[src/common/mev_pkg.sv]
// Purpose: Constants, register map and field layout of the motion event
//          detector.
// Assumes: 20 MHz system clock and 8-bit software register port.
// Notes:   Rules carried out by the detector are listed below.
// Function
// Clear any-motion status after programmed count of quiet samples.
// Any-motion when any axis sample delta exceeds 15-bit motion level.
// Shake condition when any axis sample delta exceeds shake level.
// Shake level low byte at 0x46, upper byte at 0x47 to bit 15.
// Shake condition advances shake counter and starts peak width measure.
// Peak wider than span limit advances shake counter while timing.
// After shake ends, time the gap and keep advancing counter.
// Counter advances whenever peak or gap span limit is exceeded.
// Shake interrupt decided from level, span limit and count limit.
// Count above 3-bit count limit sets shake flag and restarts.
// Span limit 12 bits at 0x48 and 0x49[3:0]; count at 0x49[6:4].
// Tilt-35 hold and temporary latch timed by internal 10 Hz tick.
// Timer byte 0x4A: latch enable 7, period 6:4, tilt code 2:0.
// Tilt-35 hold is 1.6 s plus 0.2 s per code step.
// Held tilt-35 position sets status bit 4.
// Latch period 200 ms doubling per code to 6400 ms; 110, 111 reserved.
// Temporary latch only active while its enable bit is one.
// Enabled latch holds pin after event and re-arms when period ends.
package mev_pkg;

	localparam int MEV_CLK_HZ = 20_000_000;
	localparam int MEV_SLOW_HZ = 10;
	localparam logic [21:0] MEV_TICK_CYCLES = 22'(MEV_CLK_HZ / MEV_SLOW_HZ);
	localparam int MEV_TICK_MS = 1000 / MEV_SLOW_HZ;

	localparam int MEV_TILT_BASE_MS = 1600;
	localparam int MEV_TILT_STEP_MS = 200;
	localparam logic [4:0] MEV_TILT_BASE_TICKS =
		5'(MEV_TILT_BASE_MS / MEV_TICK_MS);
	localparam logic [4:0] MEV_TILT_STEP_TICKS =
		5'(MEV_TILT_STEP_MS / MEV_TICK_MS);
	localparam int MEV_LATCH_BASE_MS = 200;
	localparam logic [6:0] MEV_LATCH_BASE_TICKS =
		7'(MEV_LATCH_BASE_MS / MEV_TICK_MS);
	localparam logic [2:0] MEV_LATCH_CODE_MAX = 3'h5;

	localparam logic [7:0] MEV_ADDR_STATUS = 8'h14;
	localparam logic [7:0] MEV_ADDR_MASK = 8'h15;
	localparam logic [7:0] MEV_ADDR_INCL_LOW = 8'h40;
	localparam logic [7:0] MEV_ADDR_INCL_HIGH = 8'h41;
	localparam logic [7:0] MEV_ADDR_MOTION_LOW = 8'h43;
	localparam logic [7:0] MEV_ADDR_MOTION_HIGH = 8'h44;
	localparam logic [7:0] MEV_ADDR_QUIET = 8'h45;
	localparam logic [7:0] MEV_ADDR_SHAKE_LOW = 8'h46;
	localparam logic [7:0] MEV_ADDR_SHAKE_HIGH = 8'h47;
	localparam logic [7:0] MEV_ADDR_SPAN_LOW = 8'h48;
	localparam logic [7:0] MEV_ADDR_SPAN_HIGH = 8'h49;
	localparam logic [7:0] MEV_ADDR_TIMER = 8'h4A;

	localparam logic [7:0] MEV_RESET_BYTE = 8'h00;
	localparam int MEV_ST_MOTION = 2;
	localparam int MEV_ST_SHAKE = 3;
	localparam int MEV_ST_TILT = 4;
	localparam logic [7:0] MEV_STATUS_USED = 8'h1C;
	localparam logic [7:0] MEV_HIGH15_MASK = 8'h7F;
	localparam logic [7:0] MEV_TIMER_MASK = 8'hF7;
	localparam int MEV_TM_LATCH_EN = 7;

	typedef enum logic [1:0] {
		MEV_SHK_IDLE = 2'b00,
		MEV_SHK_PEAK = 2'b01,
		MEV_SHK_GAP = 2'b10
	} mev_shake_e;

endpackage

[src/rtl/mev_top.sv]
// Purpose: Any-motion, shake and tilt-35 event logic with interrupt pin.
// Assumes: Samples arrive from logic on clk; registers reached by a plain
//          address/strobe port with read data one cycle later.
// Notes:   Quiet time and shake spans are counted in samples.
//
// Design decision made here: strobed register access.
`timescale 1ns/1ns
module mev_top
	import mev_pkg::*;
#(
	parameter logic [21:0] TICK_CYCLES = MEV_TICK_CYCLES
) (
	input wire logic clk,
	input wire logic arst_n,
	input wire logic [7:0] addr,
	input wire logic [7:0] wdata,
	input wire logic wr_en,
	input wire logic rd_en,
	output logic [7:0] rdata,
	input wire logic sample_valid,
	input wire logic signed [15:0] sample_x,
	input wire logic signed [15:0] sample_y,
	input wire logic signed [15:0] sample_z,
	output logic int_out
);

	function automatic logic [16:0] abs_delta(input logic signed [15:0] a,
		input logic signed [15:0] b);
		logic signed [16:0] d;
		d = 17'(a) - 17'(b);
		abs_delta = d[16] ? 17'(-d) : 17'(d);
	endfunction

	function automatic logic [16:0] abs_val(input logic signed [15:0] a);
		abs_val = a[15] ? 17'(-17'(a)) : 17'(a);
	endfunction

	logic rst_meta_reg, rst_n_reg;
	logic [7:0] incl_low_reg, incl_high_reg, motion_low_reg, motion_high_reg;
	logic [7:0] quiet_reg, shake_low_reg, shake_high_reg;
	logic [7:0] span_low_reg, span_high_reg, timer_reg;
	logic [7:0] status_reg, mask_reg, rdata_reg, rdata_next;
	logic [7:0] w1c, set_vec;
	logic signed [15:0] prev_x_reg, prev_y_reg, prev_z_reg;
	logic have_prev_reg;
	logic [16:0] dx, dy, dz, motion_lvl, shake_lvl, incl_lvl;
	logic motion_cond, shake_cond, step;
	logic motion_set, quiet_clr, tilt_set;
	logic [8:0] quiet_cnt_reg;
	logic [11:0] span_limit, width_reg;
	logic [2:0] count_limit, shake_cnt_reg;
	mev_shake_e shk_reg;
	logic [21:0] div_reg;
	logic tick;
	logic tilt_cond_reg, tilt_done_reg;
	logic [4:0] tilt_cnt_reg, tilt_need;
	logic [6:0] latch_cnt_reg, latch_period;
	logic [2:0] latch_code;
	logic latch_en, int_reg, int_next;

	always_ff @(posedge clk or negedge arst_n) begin
		if (!arst_n) begin
			rst_meta_reg <= 1'b0;
			rst_n_reg <= 1'b0;
		end else begin
			rst_meta_reg <= 1'b1;
			rst_n_reg <= rst_meta_reg;
		end
	end

	// Configuration registers; reserved bits are stored as zero.
	always_ff @(posedge clk or negedge rst_n_reg) begin
		if (!rst_n_reg) begin
			incl_low_reg <= MEV_RESET_BYTE;
			incl_high_reg <= MEV_RESET_BYTE;
			motion_low_reg <= MEV_RESET_BYTE;
			motion_high_reg <= MEV_RESET_BYTE;
			quiet_reg <= MEV_RESET_BYTE;
			shake_low_reg <= MEV_RESET_BYTE;
			shake_high_reg <= MEV_RESET_BYTE;
			span_low_reg <= MEV_RESET_BYTE;
			span_high_reg <= MEV_RESET_BYTE;
			timer_reg <= MEV_RESET_BYTE;
			mask_reg <= MEV_RESET_BYTE;
		end else if (wr_en) begin
			case (addr)
				MEV_ADDR_INCL_LOW: incl_low_reg <= wdata;
				MEV_ADDR_INCL_HIGH: incl_high_reg <= wdata & MEV_HIGH15_MASK;
				MEV_ADDR_MOTION_LOW: motion_low_reg <= wdata;
				MEV_ADDR_MOTION_HIGH: motion_high_reg <= wdata & MEV_HIGH15_MASK;
				MEV_ADDR_QUIET: quiet_reg <= wdata;
				MEV_ADDR_SHAKE_LOW: shake_low_reg <= wdata;
				MEV_ADDR_SHAKE_HIGH: shake_high_reg <= wdata;
				MEV_ADDR_SPAN_LOW: span_low_reg <= wdata;
				MEV_ADDR_SPAN_HIGH: span_high_reg <= wdata & MEV_HIGH15_MASK;
				MEV_ADDR_TIMER: timer_reg <= wdata & MEV_TIMER_MASK;
				MEV_ADDR_MASK: mask_reg <= wdata & MEV_STATUS_USED;
				default: ;
			endcase
		end
	end

	always_comb begin
		case (addr)
			MEV_ADDR_STATUS: rdata_next = status_reg;
			MEV_ADDR_MASK: rdata_next = mask_reg;
			MEV_ADDR_INCL_LOW: rdata_next = incl_low_reg;
			MEV_ADDR_INCL_HIGH: rdata_next = incl_high_reg;
			MEV_ADDR_MOTION_LOW: rdata_next = motion_low_reg;
			MEV_ADDR_MOTION_HIGH: rdata_next = motion_high_reg;
			MEV_ADDR_QUIET: rdata_next = quiet_reg;
			MEV_ADDR_SHAKE_LOW: rdata_next = shake_low_reg;
			MEV_ADDR_SHAKE_HIGH: rdata_next = shake_high_reg;
			MEV_ADDR_SPAN_LOW: rdata_next = span_low_reg;
			MEV_ADDR_SPAN_HIGH: rdata_next = span_high_reg;
			MEV_ADDR_TIMER: rdata_next = timer_reg;
			default: rdata_next = MEV_RESET_BYTE;
		endcase
	end

	always_ff @(posedge clk or negedge rst_n_reg) begin
		if (!rst_n_reg)
			rdata_reg <= MEV_RESET_BYTE;
		else if (rd_en)
			rdata_reg <= rdata_next;
		else
			rdata_reg <= MEV_RESET_BYTE;
	end
	assign rdata = rdata_reg;

	// Sample history: the first sample after reset only primes it.
	always_ff @(posedge clk or negedge rst_n_reg) begin
		if (!rst_n_reg) begin
			prev_x_reg <= '0;
			prev_y_reg <= '0;
			prev_z_reg <= '0;
			have_prev_reg <= 1'b0;
			tilt_cond_reg <= 1'b0;
		end else if (sample_valid) begin
			prev_x_reg <= sample_x;
			prev_y_reg <= sample_y;
			prev_z_reg <= sample_z;
			have_prev_reg <= 1'b1;
			tilt_cond_reg <= abs_val(sample_x) > incl_lvl
				|| abs_val(sample_y) > incl_lvl;
		end
	end

	assign dx = abs_delta(sample_x, prev_x_reg);
	assign dy = abs_delta(sample_y, prev_y_reg);
	assign dz = abs_delta(sample_z, prev_z_reg);
	assign motion_lvl = {2'b00, motion_high_reg[6:0], motion_low_reg};
	assign shake_lvl = {1'b0, shake_high_reg, shake_low_reg};
	assign incl_lvl = {2'b00, incl_high_reg[6:0], incl_low_reg};
	assign span_limit = {span_high_reg[3:0], span_low_reg};
	assign count_limit = span_high_reg[6:4];
	assign step = sample_valid && have_prev_reg;
	assign motion_cond = dx > motion_lvl || dy > motion_lvl
		|| dz > motion_lvl;
	assign shake_cond = dx > shake_lvl || dy > shake_lvl
		|| dz > shake_lvl;
	assign motion_set = step && motion_cond;
	assign quiet_clr = step && !motion_cond && status_reg[MEV_ST_MOTION]
		&& (quiet_cnt_reg + 9'h001) >= {1'b0, quiet_reg};

	always_ff @(posedge clk or negedge rst_n_reg) begin
		if (!rst_n_reg)
			quiet_cnt_reg <= '0;
		else if (motion_set || quiet_clr)
			quiet_cnt_reg <= '0;
		else if (step && status_reg[MEV_ST_MOTION])
			quiet_cnt_reg <= quiet_cnt_reg + 9'h001;
	end

	// Shake sequencing: the peak that leaves idle and each span overrun is a count.
	logic bump, shake_hit;
	always_comb begin
		bump = 1'b0;
		if (step) begin
			case (shk_reg)
				MEV_SHK_IDLE: bump = shake_cond;
				MEV_SHK_PEAK: bump = shake_cond && width_reg >= span_limit;
				MEV_SHK_GAP: bump = !shake_cond && width_reg >= span_limit;
				default: bump = 1'b0;
			endcase
		end
	end
	assign shake_hit = bump && shake_cnt_reg >= count_limit;

	always_ff @(posedge clk or negedge rst_n_reg) begin
		if (!rst_n_reg) begin
			shk_reg <= MEV_SHK_IDLE;
			width_reg <= '0;
			shake_cnt_reg <= '0;
		end else if (step) begin
			if (shake_hit)
				shake_cnt_reg <= '0;
			else if (bump)
				shake_cnt_reg <= shake_cnt_reg + 3'h1;
			case (shk_reg)
				MEV_SHK_IDLE: begin
					width_reg <= '0;
					if (shake_cond)
						shk_reg <= MEV_SHK_PEAK;
				end
				MEV_SHK_PEAK: begin
					if (!shake_cond) begin
						shk_reg <= MEV_SHK_GAP;
						width_reg <= '0;
					end else if (bump)
						width_reg <= '0;
					else
						width_reg <= width_reg + 12'h001;
				end
				MEV_SHK_GAP: begin
					if (shake_cond) begin
						shk_reg <= MEV_SHK_PEAK;
						width_reg <= '0;
					end else if (bump)
						width_reg <= '0;
					else
						width_reg <= width_reg + 12'h001;
				end
				default: shk_reg <= MEV_SHK_IDLE;
			endcase
		end
	end

	// Slow timebase; the first tick after a start may come early by up
	// to one period, which the hold and latch times tolerate.
	always_ff @(posedge clk or negedge rst_n_reg) begin
		if (!rst_n_reg) begin
			div_reg <= '0;
			tick <= 1'b0;
		end else if (div_reg >= TICK_CYCLES - 22'h000001) begin
			div_reg <= '0;
			tick <= 1'b1;
		end else begin
			div_reg <= div_reg + 22'h000001;
			tick <= 1'b0;
		end
	end

	assign tilt_need = MEV_TILT_BASE_TICKS
		+ 5'(timer_reg[2:0] * MEV_TILT_STEP_TICKS);
	assign tilt_set = tick && tilt_cond_reg && !tilt_done_reg
		&& tilt_cnt_reg + 5'h01 >= tilt_need;

	always_ff @(posedge clk or negedge rst_n_reg) begin
		if (!rst_n_reg) begin
			tilt_cnt_reg <= '0;
			tilt_done_reg <= 1'b0;
		end else if (!tilt_cond_reg) begin
			tilt_cnt_reg <= '0;
			tilt_done_reg <= 1'b0;
		end else if (tilt_set)
			tilt_done_reg <= 1'b1;
		else if (tick && !tilt_done_reg)
			tilt_cnt_reg <= tilt_cnt_reg + 5'h01;
	end

	always_comb begin
		set_vec = '0;
		set_vec[MEV_ST_MOTION] = motion_set;
		set_vec[MEV_ST_SHAKE] = shake_hit;
		set_vec[MEV_ST_TILT] = tilt_set;
		w1c = (wr_en && addr == MEV_ADDR_STATUS) ? wdata : '0;
	end

	// Hardware sets beat any clear arriving in the same cycle.
	always_ff @(posedge clk or negedge rst_n_reg) begin
		if (!rst_n_reg)
			status_reg <= MEV_RESET_BYTE;
		else begin
			status_reg <= ((status_reg & ~w1c
				& ~(8'(quiet_clr) << MEV_ST_MOTION)) | set_vec)
				& MEV_STATUS_USED;
		end
	end

	// Reserved period codes are clamped to the longest legal period.
	assign latch_code = timer_reg[6:4] > MEV_LATCH_CODE_MAX
		? MEV_LATCH_CODE_MAX : timer_reg[6:4];
	assign latch_period = MEV_LATCH_BASE_TICKS << latch_code;
	assign latch_en = timer_reg[MEV_TM_LATCH_EN];

	always_ff @(posedge clk or negedge rst_n_reg) begin
		if (!rst_n_reg)
			latch_cnt_reg <= '0;
		else if (!latch_en)
			latch_cnt_reg <= '0;
		else if ((set_vec & mask_reg) != 8'h00)
			latch_cnt_reg <= latch_period;
		else if (tick && latch_cnt_reg != 7'h00)
			latch_cnt_reg <= latch_cnt_reg - 7'h01;
	end

	assign int_next = latch_en ? latch_cnt_reg != 7'h00
		: (status_reg & mask_reg) != 8'h00;

	always_ff @(posedge clk or negedge rst_n_reg) begin
		if (!rst_n_reg)
			int_reg <= 1'b0;
		else
			int_reg <= int_next;
	end
	assign int_out = int_reg;

	motion_set_a: assert property (@(posedge clk) disable iff (!rst_n_reg)
		motion_set |=> status_reg[MEV_ST_MOTION])
		else $error("Motion event did not set status.");
	quiet_clear_a: assert property (@(posedge clk) disable iff (!rst_n_reg)
		quiet_clr |=> !status_reg[MEV_ST_MOTION] && quiet_cnt_reg == 9'h000)
		else $error("Quiet time did not clear motion status.");
	shake_flag_a: assert property (@(posedge clk) disable iff (!rst_n_reg)
		shake_hit |=> status_reg[MEV_ST_SHAKE] && shake_cnt_reg == 3'h0)
		else $error("Shake flag or restart missing.");
	shake_start_a: assert property (@(posedge clk) disable iff (!rst_n_reg)
		step && shk_reg == MEV_SHK_IDLE && shake_cond && !shake_hit
		|=> shk_reg == MEV_SHK_PEAK
		&& shake_cnt_reg == $past(shake_cnt_reg) + 3'h1)
		else $error("Shake start did not advance counter.");
	gap_count_a: assert property (@(posedge clk) disable iff (!rst_n_reg)
		step && shk_reg == MEV_SHK_GAP && !shake_cond
		&& width_reg >= span_limit && !shake_hit
		|=> shake_cnt_reg == $past(shake_cnt_reg) + 3'h1
		&& width_reg == 12'h000)
		else $error("Gap span overrun did not advance counter.");
	tick_space_a: assert property (@(posedge clk) disable iff (!rst_n_reg)
		tick |=> !tick)
		else $error("Slow tick wider than one cycle.");
	tilt_set_a: assert property (@(posedge clk) disable iff (!rst_n_reg)
		tilt_set |=> status_reg[MEV_ST_TILT] && tilt_done_reg)
		else $error("Tilt hold did not set status.");
	latch_off_a: assert property (@(posedge clk) disable iff (!rst_n_reg)
		!latch_en && (status_reg & mask_reg) == 8'h00 |=> !int_out)
		else $error("Pin high with latch off and nothing pending.");
	latch_load_a: assert property (@(posedge clk) disable iff (!rst_n_reg)
		latch_en && (set_vec & mask_reg) != 8'h00 && !(wr_en
		&& addr == MEV_ADDR_TIMER) |=> latch_cnt_reg == latch_period ##1 int_out)
		else $error("Latch not armed after event.");
	latch_release_a: assert property (@(posedge clk) disable iff (!rst_n_reg)
		latch_en && tick && latch_cnt_reg == 7'h01
		&& (set_vec & mask_reg) == 8'h00 && !(wr_en && addr == MEV_ADDR_TIMER)
		|=> latch_cnt_reg == 7'h00 ##1 !int_out)
		else $error("Latch did not release when its period ended.");
	read_data_a: assert property (@(posedge clk) disable iff (!rst_n_reg)
		rd_en && addr == MEV_ADDR_STATUS |=> rdata == $past(status_reg))
		else $error("Status read data wrong.");

endmodule

[config.mk]
export PLATFORM = sky130hd
export DESIGN_NAME = mev_top
export DESIGN_NICKNAME = d
export VERILOG_FILES = /design/src/common/mev_pkg.sv /design/src/rtl/mev_top.sv
export SDC_FILE = /design/constraint.sdc
export NUM_CORES = 1
export LEC_CHECK = 0
export BUFFER_PORTS_ARGS = -buffer_cell sky130_fd_sc_hd__buf_2
export CAP_MARGIN = 20
export CORE_MARGIN = 8
export CORE_UTILIZATION = 50
export CTS_CLUSTER_DIAMETER = 100
export DETAILED_ROUTE_END_ITERATION = 7
export PLACE_DENSITY = 0.65
export SLEW_MARGIN = 20
export SYNTH_ARGS = -nofsm -noshare
export SYNTH_HDL_FRONTEND = slang
export SYNTH_SLANG_ARGS = --single-unit
[constraint.sdc]
create_clock -name clk -period 14.9 [get_ports clk]
set_input_delay 0.745 -clock clk [delete_from_list [all_inputs] [get_ports clk]]
set_output_delay 0.745 -clock clk [all_outputs]
set_load 0.05 [all_outputs]
==> results.yml, run 1 <==
clock_network:
  clk_pin_slew_ps: 60
  cts_buffers: 25
  clk_path_buf_depth: 3
  insertion_delay_ps: 560
  cts_tree: "done"
  cts.sinks: 205
  htreeDepth: 1
  cts_root_buffer: "clkbuf_16"
  postCtsResizedCells: 0
die:
  design.die.area_mm2: 0.0413
  rows: 68
  initial_core_util_pct: 50.7
  core_area_mm2: 0.0345
  die_y_um: 203
  dieWidth_um: 203
  num_io_pins: 78
sta:
  clock_skew_ps: 15.3
  tightest_slew_ps: 990
  slew_headroom_pct: 33.0
  period_minus_slack_ps: 6480
  fin_crit_sh_pct: 43.5
  slew_violations: 0
  final-setup-viol-count: 0
  whs_ps: 279
  setup_tns_ps: 0
  fmax_mhz: 154
  hold_viol: 0
  rsz0062_at_grt: "no"
route:
  viasPerCell: 5.98
  num_vias: 15200
  drt_iter0_drc: 1014
  drc: 0
  dr.pass1.iters: 7
  ant_nets: 0
  routed_wl_mm: 48.7
  avgRoutedWirePerCell_um: 19.1
logic_synthesis:
  yosys.area_share.simple_pct: 17.6
  yosys.area.top_type_share_pct: 29.3
  synthFlopType: "dfrtp_1"
  yosys-top-cells-area: "dfrtp_1, ha_1, o21ai_0"
  ys_seq_area_share_pct: 29.3
  syn_nets: 2315
  yosys_warnings: 0
  ys_types: 108
  synth_top_family_by_area: "compound AO/OA/AOI/OAI gates"
  synth_enable_flop_cells: 0
  syn_inst: 2030
  synthArstFlopShare_pct: 100
  yosys.area.top_type: "dfrtp_1"
  synth_compound_area_share_pct: 21.5
  syn_area_mm2: 0.0175
  synthAdderAreaFrac_pct: 15.5
  synth_xor_area_share_pct: 6.69
  synth_mux_area_share_pct: 4.53
  synth.avg_cell_area_um2: 8.64
  ys_ff_latch: 205
setup_path:
  crit_chain: "buf_2 -> inv_1 -> ha_1 -> fa_1 -> nand2b_1 -> a211o_1 -> nand2_1 -> a211o_1 -> nor4b_4 -> nor2_1 -> nor2_1 -> xnor2_1 -> ha_1 -> a21o_1 -> a21o_1 -> a21oi_1 -> o211ai_1 -> a2111oi_0 -> o211ai_1 -> a31o_1 -> or4_1 -> a21oi_2 -> a41oi_1 -> a31oi_1"
  criticalPathCategory: "in -> reg"
  start_kind: "primary input"
  critPathMaxFanout: 12
  required_ps: 15370
  arrival_ps: 6950
  cp_top_family: "compound AO/OA/AOI/OAI gates"
  end_kind: "register"
  cpPeakStageDelay_ps: 630
  path_buf_inv: 2
  slowest_stage: "a2111oi_0"
power_and_ir_drop:
  switchingPower_uw: 796
  p_leak_nw: 8.90
  internal_power_mw: 1.28
  total_power_mw: 2.07
  p_comb_share_pct: 40.8
  power_density_mw_per_mm2: 109
  pwr-share-seq_pct: 30.0
  power.share.switching_pct: 38.4
  irDropWorstVdd_v: 0.0000897
  p_clk_share_pct: 29.2
cells_and_area:
  final_cell_mix: "nand2_1, ha_1, dfrtp_1"
  largest_reg_flops: 22
  area_growth_pct: 8.93
  regArea_mm2: 0.00513
  final_core_util_pct: 55.3
  final_common_cell: "nand2_1"
  nets: 2360
  fin_area_mm2: 0.0191
  nFillCells: 3186
  diodes: 0
  multi_input_area_mm2: 0.0116
  layout-drive-gt1-share_pct: 10.6
job:
  drv_cap: 0
global_route:
  grt_max_degree: 173
  grt_usage_pct: 23.0
  grt_pass1_wl_mm: 78.1
  grt_antenna_before_repair: 0
  overflow: 0
  grt_pass1_vias: 14700
min_path:
  hp-class: "reg -> async"
outcome:
  status: "complete, no violations"
place:
  gp_congestion: 0.905
  post-dp-hpwl_mm: 37.5
  placed_area_mm2: 0.0183
  port_buffers: 77
==> cells in the mapped netlist (19+ instances only) <==
library cell,count
xnor2_1,87
inv_1,144
nand3_1,49
nor2_1,135
clkbuf_1,54
o21ai_0,183
o21a_1,26
nor2b_1,23
xor2_1,45
nand2b_1,20
a31oi_1,19
a21o_1,51
ha_1,213
nor3_1,24
nand4_1,30
nand2_1,227
a21oi_1,87
dfrtp_1,205
mux2_2,48
a211oi_1,21
==> per-stage QoR <==
stage                     instances  setup WS (ps)
after global placement         2502           8130
after detailed placement       2502           8060
after CTS                      2546           8610
after floorplan                2030           8760
after global routing           2546           8060
final                          2546           8420
==> final timing paths <==
| kind | depth (start not counted) | slack, ps | endpoint | startpoint |
|---|---|---|---|---|
| setup / recovery | 24 | 8420 | width_reg[6]$_DFFE_PN0P_ | sample_x[0] |
| hold / removal | 0 | 280 | prev_x_reg[7]$_DFFE_PN0P_ | rst_n_reg$_DFF_PN0_ |
| setup reg to reg | 22 | 8430 | width_reg[6]$_DFFE_PN0P_ | prev_x_reg[0]$_DFFE_PN0P_ |
| hold reg to reg | 0 | 280 | prev_x_reg[7]$_DFFE_PN0P_ | rst_n_reg$_DFF_PN0_ |
| max in group asynchronous | 1 | 13320 | div_reg[11]$_DFF_PN0_ | rst_n_reg$_DFF_PN0_ |
| min in group clk | 0 | 370 | rst_n_reg$_DFF_PN0_ | rst_meta_reg$_DFF_PN0_ |
==> cell type report <==
| class | count | area share, % |
|---|---|---|
| Tap cell | 455 | 2.98 |
| Sequential cell | 205 | 26.9 |
| Clock inverter | 6 | 0.387 |
| Multi-Input combinational cell | 1613 | 60.6 |
| Inverter | 144 | 2.83 |
| Clock buffer | 37 | 3.83 |
| Timing Repair Buffer | 86 | 2.45 |
==> cell families (layout without fill, tap and decap cells) <==
family	after synthesis	count (layout)
simple gates	630	630
compound gates	565	565
fa+ha+maj	216	216
buf+inv	212	273
flops	205	205
xor+xnor	133	133
mux	67	67
other cells	2	2
==> routing by layer <==
| layer | track usage, % | vias up | share of wire [%] |
|---|---|---|---|
| met5 | 0 | - | 0 |
| met4 | 5.88 | 0 | 2.4 |
| met3 | 3.81 | 84 | 5.8 |
| met2 | 37.6 | 405 | 46 |
| met1 | 31.3 | 7307 | 46 |
| li1 | - | 7440 | - |
==> power by group through the flow <==
stage,combinational (mW),clock [mW],sequential [mW]
floorplan,0.617,0,0.629
global placement,0.805,0,0.630
detailed placement,0.830,0,0.631
CTS,0.836,0.624,0.622
global route,0.944,0.644,0.627
finish,0.847,0.606,0.622
==> timing repair <==
item	4_1_cts	5_1_grt
endpoints found under the hold margin	2	0
hold buffers	1	0
endpoints found under the setup margin	0	0
buffers inserted	0	0
Note: power is estimated with default switching activity, not from simulation.
==> inputs of run 2 (changes only) <==
--- a/config.mk
+++ b/config.mk
@@ -11,7 +11,7 @@
 export CORE_UTILIZATION = 50
 export CTS_CLUSTER_DIAMETER = 100
 export DETAILED_ROUTE_END_ITERATION = 7
-export PLACE_DENSITY = 0.65
+export PLACE_DENSITY = 0.67
 export SLEW_MARGIN = 20
 export SYNTH_ARGS = -nofsm -noshare
 export SYNTH_HDL_FRONTEND = slang
==> constraint.sdc (replaced) <==
create_clock -name clk -period 5.85 [get_ports clk]
set_input_delay 0.2925 -clock clk [delete_from_list [all_inputs] [get_ports clk]]
set_output_delay 0.2925 -clock clk [all_outputs]
set_load 0.05 [all_outputs]
==> results.yml, run 2 (synthesized netlist as in run 1, its figures left out) <==
clock_network:
  cts.sinks: 205
  cts_tree: "done"
  cts_root_buffer: "clkbuf_16"
  cts_buffers: 25
  clk_pin_slew_ps: 60
  htreeDepth: 1
  clk_path_buf_depth: 3
  insertion_delay_ps: 550
die:
  design.die.area_mm2: 0.0413
  core_area_mm2: 0.0345
  initial_core_util_pct: 50.7
  dieWidth_um: 203
  num_io_pins: 78
  rows: 68
  die_y_um: 203
sta:
  fin_crit_sh_pct: 96.9
  fmax_mhz: 176
  clock_skew_ps: 21.9
  period_minus_slack_ps: 5670
  rsz0062_at_grt: "yes"
  whs_ps: 20.9
  hold_viol: 0
  slew_headroom_pct: 35.6
  final-setup-viol-count: 0
  slew_violations: 0
  tightest_slew_ps: 951
setup_path:
  slowest_stage: "or4_4"
  required_ps: 6310
  arrival_ps: 6130
  rr_worst_depth: 24
  worst_path_most_repeated_cell: "nand4_1"
  crit_chain: "ha_4 -> inv_1 -> fa_2 -> a211o_1 -> a2111oi_4 -> o21a_1 -> buf_4 -> o2111ai_2 -> a31oi_4 -> a31oi_2 -> xnor2_2 -> ha_1 -> nand4_1 -> nor2_2 -> nand4_1 -> o32a_1 -> o31ai_2 -> o211ai_1 -> a31o_2 -> or4_4 -> a21oi_4 -> buf_2 -> nand2_1 -> a31oi_1"
  criticalPathCategory: "reg -> reg"
  cpPeakStageDelay_ps: 570
  critPathMaxFanout: 6
  start_kind: "register"
  end_kind: "register"
job:
  drv_cap: 0
global_route:
  grt_usage_pct: 23.2
  overflow: 0
  grt_max_degree: 119
  grt_pass1_wl_mm: 79.1
  grt_pass1_vias: 15000
  grt_antenna_before_repair: 0
cells_and_area:
  layout-drive-gt1-share_pct: 13.7
  largest_reg_flops: 22
  final_core_util_pct: 57.4
  nFillCells: 3146
  diodes: 0
  fin_cells: 2603
  regArea_mm2: 0.00513
  multi_input_area_mm2: 0.0118
  final_cell_mix: "nand2_1, ha_1, dfrtp_1"
  area_growth_pct: 13.1
  final_common_cell: "nand2_1"
  nets: 2416
route:
  avgRoutedWirePerCell_um: 18.8
  drc: 0
  dr.pass1.iters: 5
  ant_nets: 0
  viasPerCell: 5.96
  num_vias: 15500
  drt_iter0_drc: 1127
  routed_wl_mm: 49.1
place:
  port_buffers: 77
  gp_congestion: 0.941
  dpl.cell_count: 2528
  post-dp-hpwl_mm: 37.9
power_and_ir_drop:
  irDropWorstVdd_v: 0.000146
  total_power_mw: 5.48
  p_leak_nw: 9.20
  power_density_mw_per_mm2: 277
min_path:
  whs_path_depth: 3
  hp-class: "in -> reg"
outcome:
  status: "complete, no violations"
[run 2: changes by cell type in the layout (fill, tap and decap cells not counted), sizes merged]
cell	change
bufinv	+1
clkinv	-2
buf	+39
clkinvlp	+3
dlygate4sd3	+17
inv	-1
[run 2: per-layer routing]
layer	global-route usage (%)	wire length, um	vias to the layer above
met1	31.7	22400	7451
met3	2.97	2670	88
li1	-	-	7532
met5	0	0	-
met2	37.7	22600	443
met4	7.23	1360	0
[run 2: cell type report]
cell class	count	share of cell area, %
clock buffer	37	3.74
clock inverter	7	0.467
inverter	144	2.73
multi-input combinational	1613	59.5
sequential	205	25.9
tap	455	2.87
timing repair buffer	142	4.77
[run 2: worst paths after layout]
kind                                      startpoint                          to  slack, ps
setup / recovery           prev_z_reg[0]$_DFFE_PN0P_    width_reg[9]$_DFFE_PN0P_        180
hold / removal                           sample_x[1]   prev_x_reg[1]$_DFFE_PN0P_         20
setup reg to reg           prev_z_reg[0]$_DFFE_PN0P_    width_reg[9]$_DFFE_PN0P_        180
hold reg to reg                  rst_n_reg$_DFF_PN0_  prev_x_reg[13]$_DFFE_PN0P_        300
max in group asynchronous        rst_n_reg$_DFF_PN0_  prev_z_reg[11]$_DFFE_PN0P_       4440
min in group asynchronous                     arst_n         rst_n_reg$_DFF_PN0_         60
[run 2: report_power, final]
part	switching (mW)	leakage [nW]	internal, mW
registers	0.0734	2.56	1.51
logic	1.37	6.24	0.935
clock network	0.636	0.401	0.958
[run 2: worst max-delay path, delay by kind of cell (launching register included)]
kind            cells  cell delay, ps
fa+ha+maj           3             790
xor+xnor            1             180
simple gates        5            1080
buf+inv             3             380
flops               1             390
compound gates     12            2780
[run 2: what timing repair did]
| action | CTS | global route |
|---|---|---|
| setup buffers | 0 | 12 |
| gates resized for setup | 0 | 45 |
| hold buffers | 18 | 0 |
| endpoints found under the hold margin | 19 | 0 |
| setup endpoints to repair | 0 | 34 |
[run 2: per-stage QoR]
stage | setup TNS (ps) | setup WS (ps) | area, um^2
finish | 0 | 184 | 19800
global route | -521 | -77.0 | 19800
CTS | 0 | 1.26 | 19500
detailed placement | -596 | -91.4 | 18500
global placement | 0 | 48.4 | 18500
floorplan | 0 | 481 | 17500
==> inputs of run 3 (changes only) <==
--- a/config.mk
+++ b/config.mk
@@ -8,10 +8,11 @@
 export BUFFER_PORTS_ARGS = -buffer_cell sky130_fd_sc_hd__buf_2
 export CAP_MARGIN = 20
 export CORE_MARGIN = 8
-export CORE_UTILIZATION = 50
+export CORE_UTILIZATION = 45
 export CTS_CLUSTER_DIAMETER = 100
 export DETAILED_ROUTE_END_ITERATION = 7
-export PLACE_DENSITY = 0.67
+export GPL_TIMING_DRIVEN = 1
+export PLACE_DENSITY = 0.62
 export SLEW_MARGIN = 20
 export SYNTH_ARGS = -nofsm -noshare
 export SYNTH_HDL_FRONTEND = slang
==> results.yml, run 3 (synthesized netlist as in run 1, its figures left out) <==
sta:
  rsz0062_at_grt: "yes"
  hold_viol: 0
  slew_headroom_pct: 28.7
  fin_crit_sh_pct: 96.1
  fin_ws_ps: 230
  slew_violations: 0
  clock_skew_ps: 17.8
  whs_ps: 22.4
  tightest_slew_ps: 1060
  period_minus_slack_ps: 5620
  fmax_mhz: 178
  final-setup-viol-count: 0
  setup_tns_ps: 0
cells_and_area:
  final_common_cell: "nand2_1"
  nets: 2433
  layout-drive-gt1-share_pct: 14.7
  nFillCells: 3619
  fin_area_mm2: 0.0203
  largest_reg_flops: 22
  regArea_mm2: 0.00513
  area_growth_pct: 15.6
  fin_cells: 2687
  diodes: 0
  final_core_util_pct: 52.6
  multi_input_area_mm2: 0.0118
  final_cell_mix: "nand2_1, ha_1, dfrtp_1"
global_route:
  busiest_layer: "met2"
  grt_antenna_before_repair: 0
  use_met1_pct: 28.8
  use_met2_pct: 36.3
  use_met3_pct: 2.98
  grt_pass1_vias: 15000
  overflow: 0
  grt_max_degree: 176
  grt_usage_pct: 21.6
  grt_pass1_wl_mm: 79.7
power_and_ir_drop:
  switchingPower_mw: 2.15
  p_clk_share_pct: 31.9
  p_leak_nw: 9.35
  irDropWorstVdd_v: 0.000232
  power.share.switching_pct: 37.4
  total_power_mw: 5.75
  p_comb_share_pct: 40.5
  internal_power_mw: 3.60
  pwr-share-seq_pct: 27.5
  power_density_mw_per_mm2: 284
route:
  avgRoutedWirePerCell_um: 18.7
  viasPerCell: 5.77
  ant_nets: 0
  drt_iter0_drc: 1044
  num_vias: 15500
  dr.pass1.iters: 5
  drc: 0
  routed_wl_mm: 50.2
die:
  initial_core_util_pct: 45.5
  num_io_pins: 78
  die_y_um: 213
  dieWidth_um: 213
  core_area_mm2: 0.0386
  design.die.area_mm2: 0.0455
  rows: 72
place:
  dpl.cell_count: 2594
  dp_slack_ps: -198
  port_buffers: 77
  post-dp-hpwl_mm: 38.2
  placed_area_mm2: 0.0186
  gp_congestion: 0.946
clock_network:
  clk_path_buf_depth: 3
  cts_root_buffer: "clkbuf_16"
  cts.sinks: 205
  clk_pin_slew_ps: 60
  insertion_delay_ps: 580
  htreeDepth: 1
  cts_tree: "done"
  cts_buffers: 27
min_path:
  hp-class: "in -> reg"
setup_path:
  r2r_setup_slack_ps: 230
  required_ps: 6330
  start_kind: "register"
  end_kind: "register"
  arrival_ps: 6100
  criticalPathCategory: "reg -> reg"
  critPathMaxFanout: 6
outcome:
  status: "complete, no violations"
job:
  drv_cap: 0
## run 3: final cells by class
cell class                 count  area share, %
multi-input combinational   1613           58.4
sequential                   205           25.3
timing repair buffer         157           5.50
clock buffer                  28           3.35
tap                          518           3.20
inverter                     144           2.67
clock inverter                22           1.54
## run 3: power by group through the flow
stage / combinational, mW / clock (mW) / sequential, mW
after CTS: 2.18 / 1.89 / 1.58
after detailed placement: 2.15 / 0 / 1.61
final: 2.33 / 1.84 / 1.58
after global routing: 2.59 / 1.93 / 1.60
after global placement: 2.10 / 0 / 1.61
after floorplan: 1.57 / 0 / 1.60
## run 3: metal layers
layer	share of wire, %	wire (um)
met2	47	23400
met5	0	0
met1	45	22500
met3	5.8	2920
met4	2.9	1460
## run 3: final timing paths
check / from / endpoint / cells past startpoint
min: sample_y[6] / prev_y_reg[6]$_DFFE_PN0P_ / 3
max: prev_z_reg[0]$_DFFE_PN0P_ / width_reg[2]$_DFFE_PN0P_ / 23
max reg2reg: prev_z_reg[0]$_DFFE_PN0P_ / width_reg[2]$_DFFE_PN0P_ / 23
min in group asynchronous: rst_n_reg$_DFF_PN0_ / prev_x_reg[9]$_DFFE_PN0P_ / 0
min reg2reg: rst_n_reg$_DFF_PN0_ / prev_x_reg[9]$_DFFE_PN0P_ / 0
max in group asynchronous: rst_n_reg$_DFF_PN0_ / div_reg[0]$_DFF_PN0_ / 1
## run 3: what timing repair did
item,in CTS,in global routing
setup endpoints to repair,12,34
hold buffers,32,0
cloned,0,1
gates resized for setup,2,54
endpoints found under the hold margin,32,0
pin swaps,0,25
buffers inserted,0,11
## run 3: critical path, stage by stage (launching register included)
cell and delay [ps]:
dfrtp_1 350, ha_2 190, inv_2 40, fa_2 330
a211o_1 370, a2111oi_4 390, o21a_1 180, o21a_1 200
a31oi_4 150, a31oi_2 210, xor2_1 230, ha_1 280
a21o_1 170, a221o_1 330, a21oi_2 130, o21ai_1 80
o31ai_2 320, o211ai_1 160, a31o_2 290, or4_4 510
a21oi_4 220, buf_12 150, a21oi_1 60, a31oi_1 180
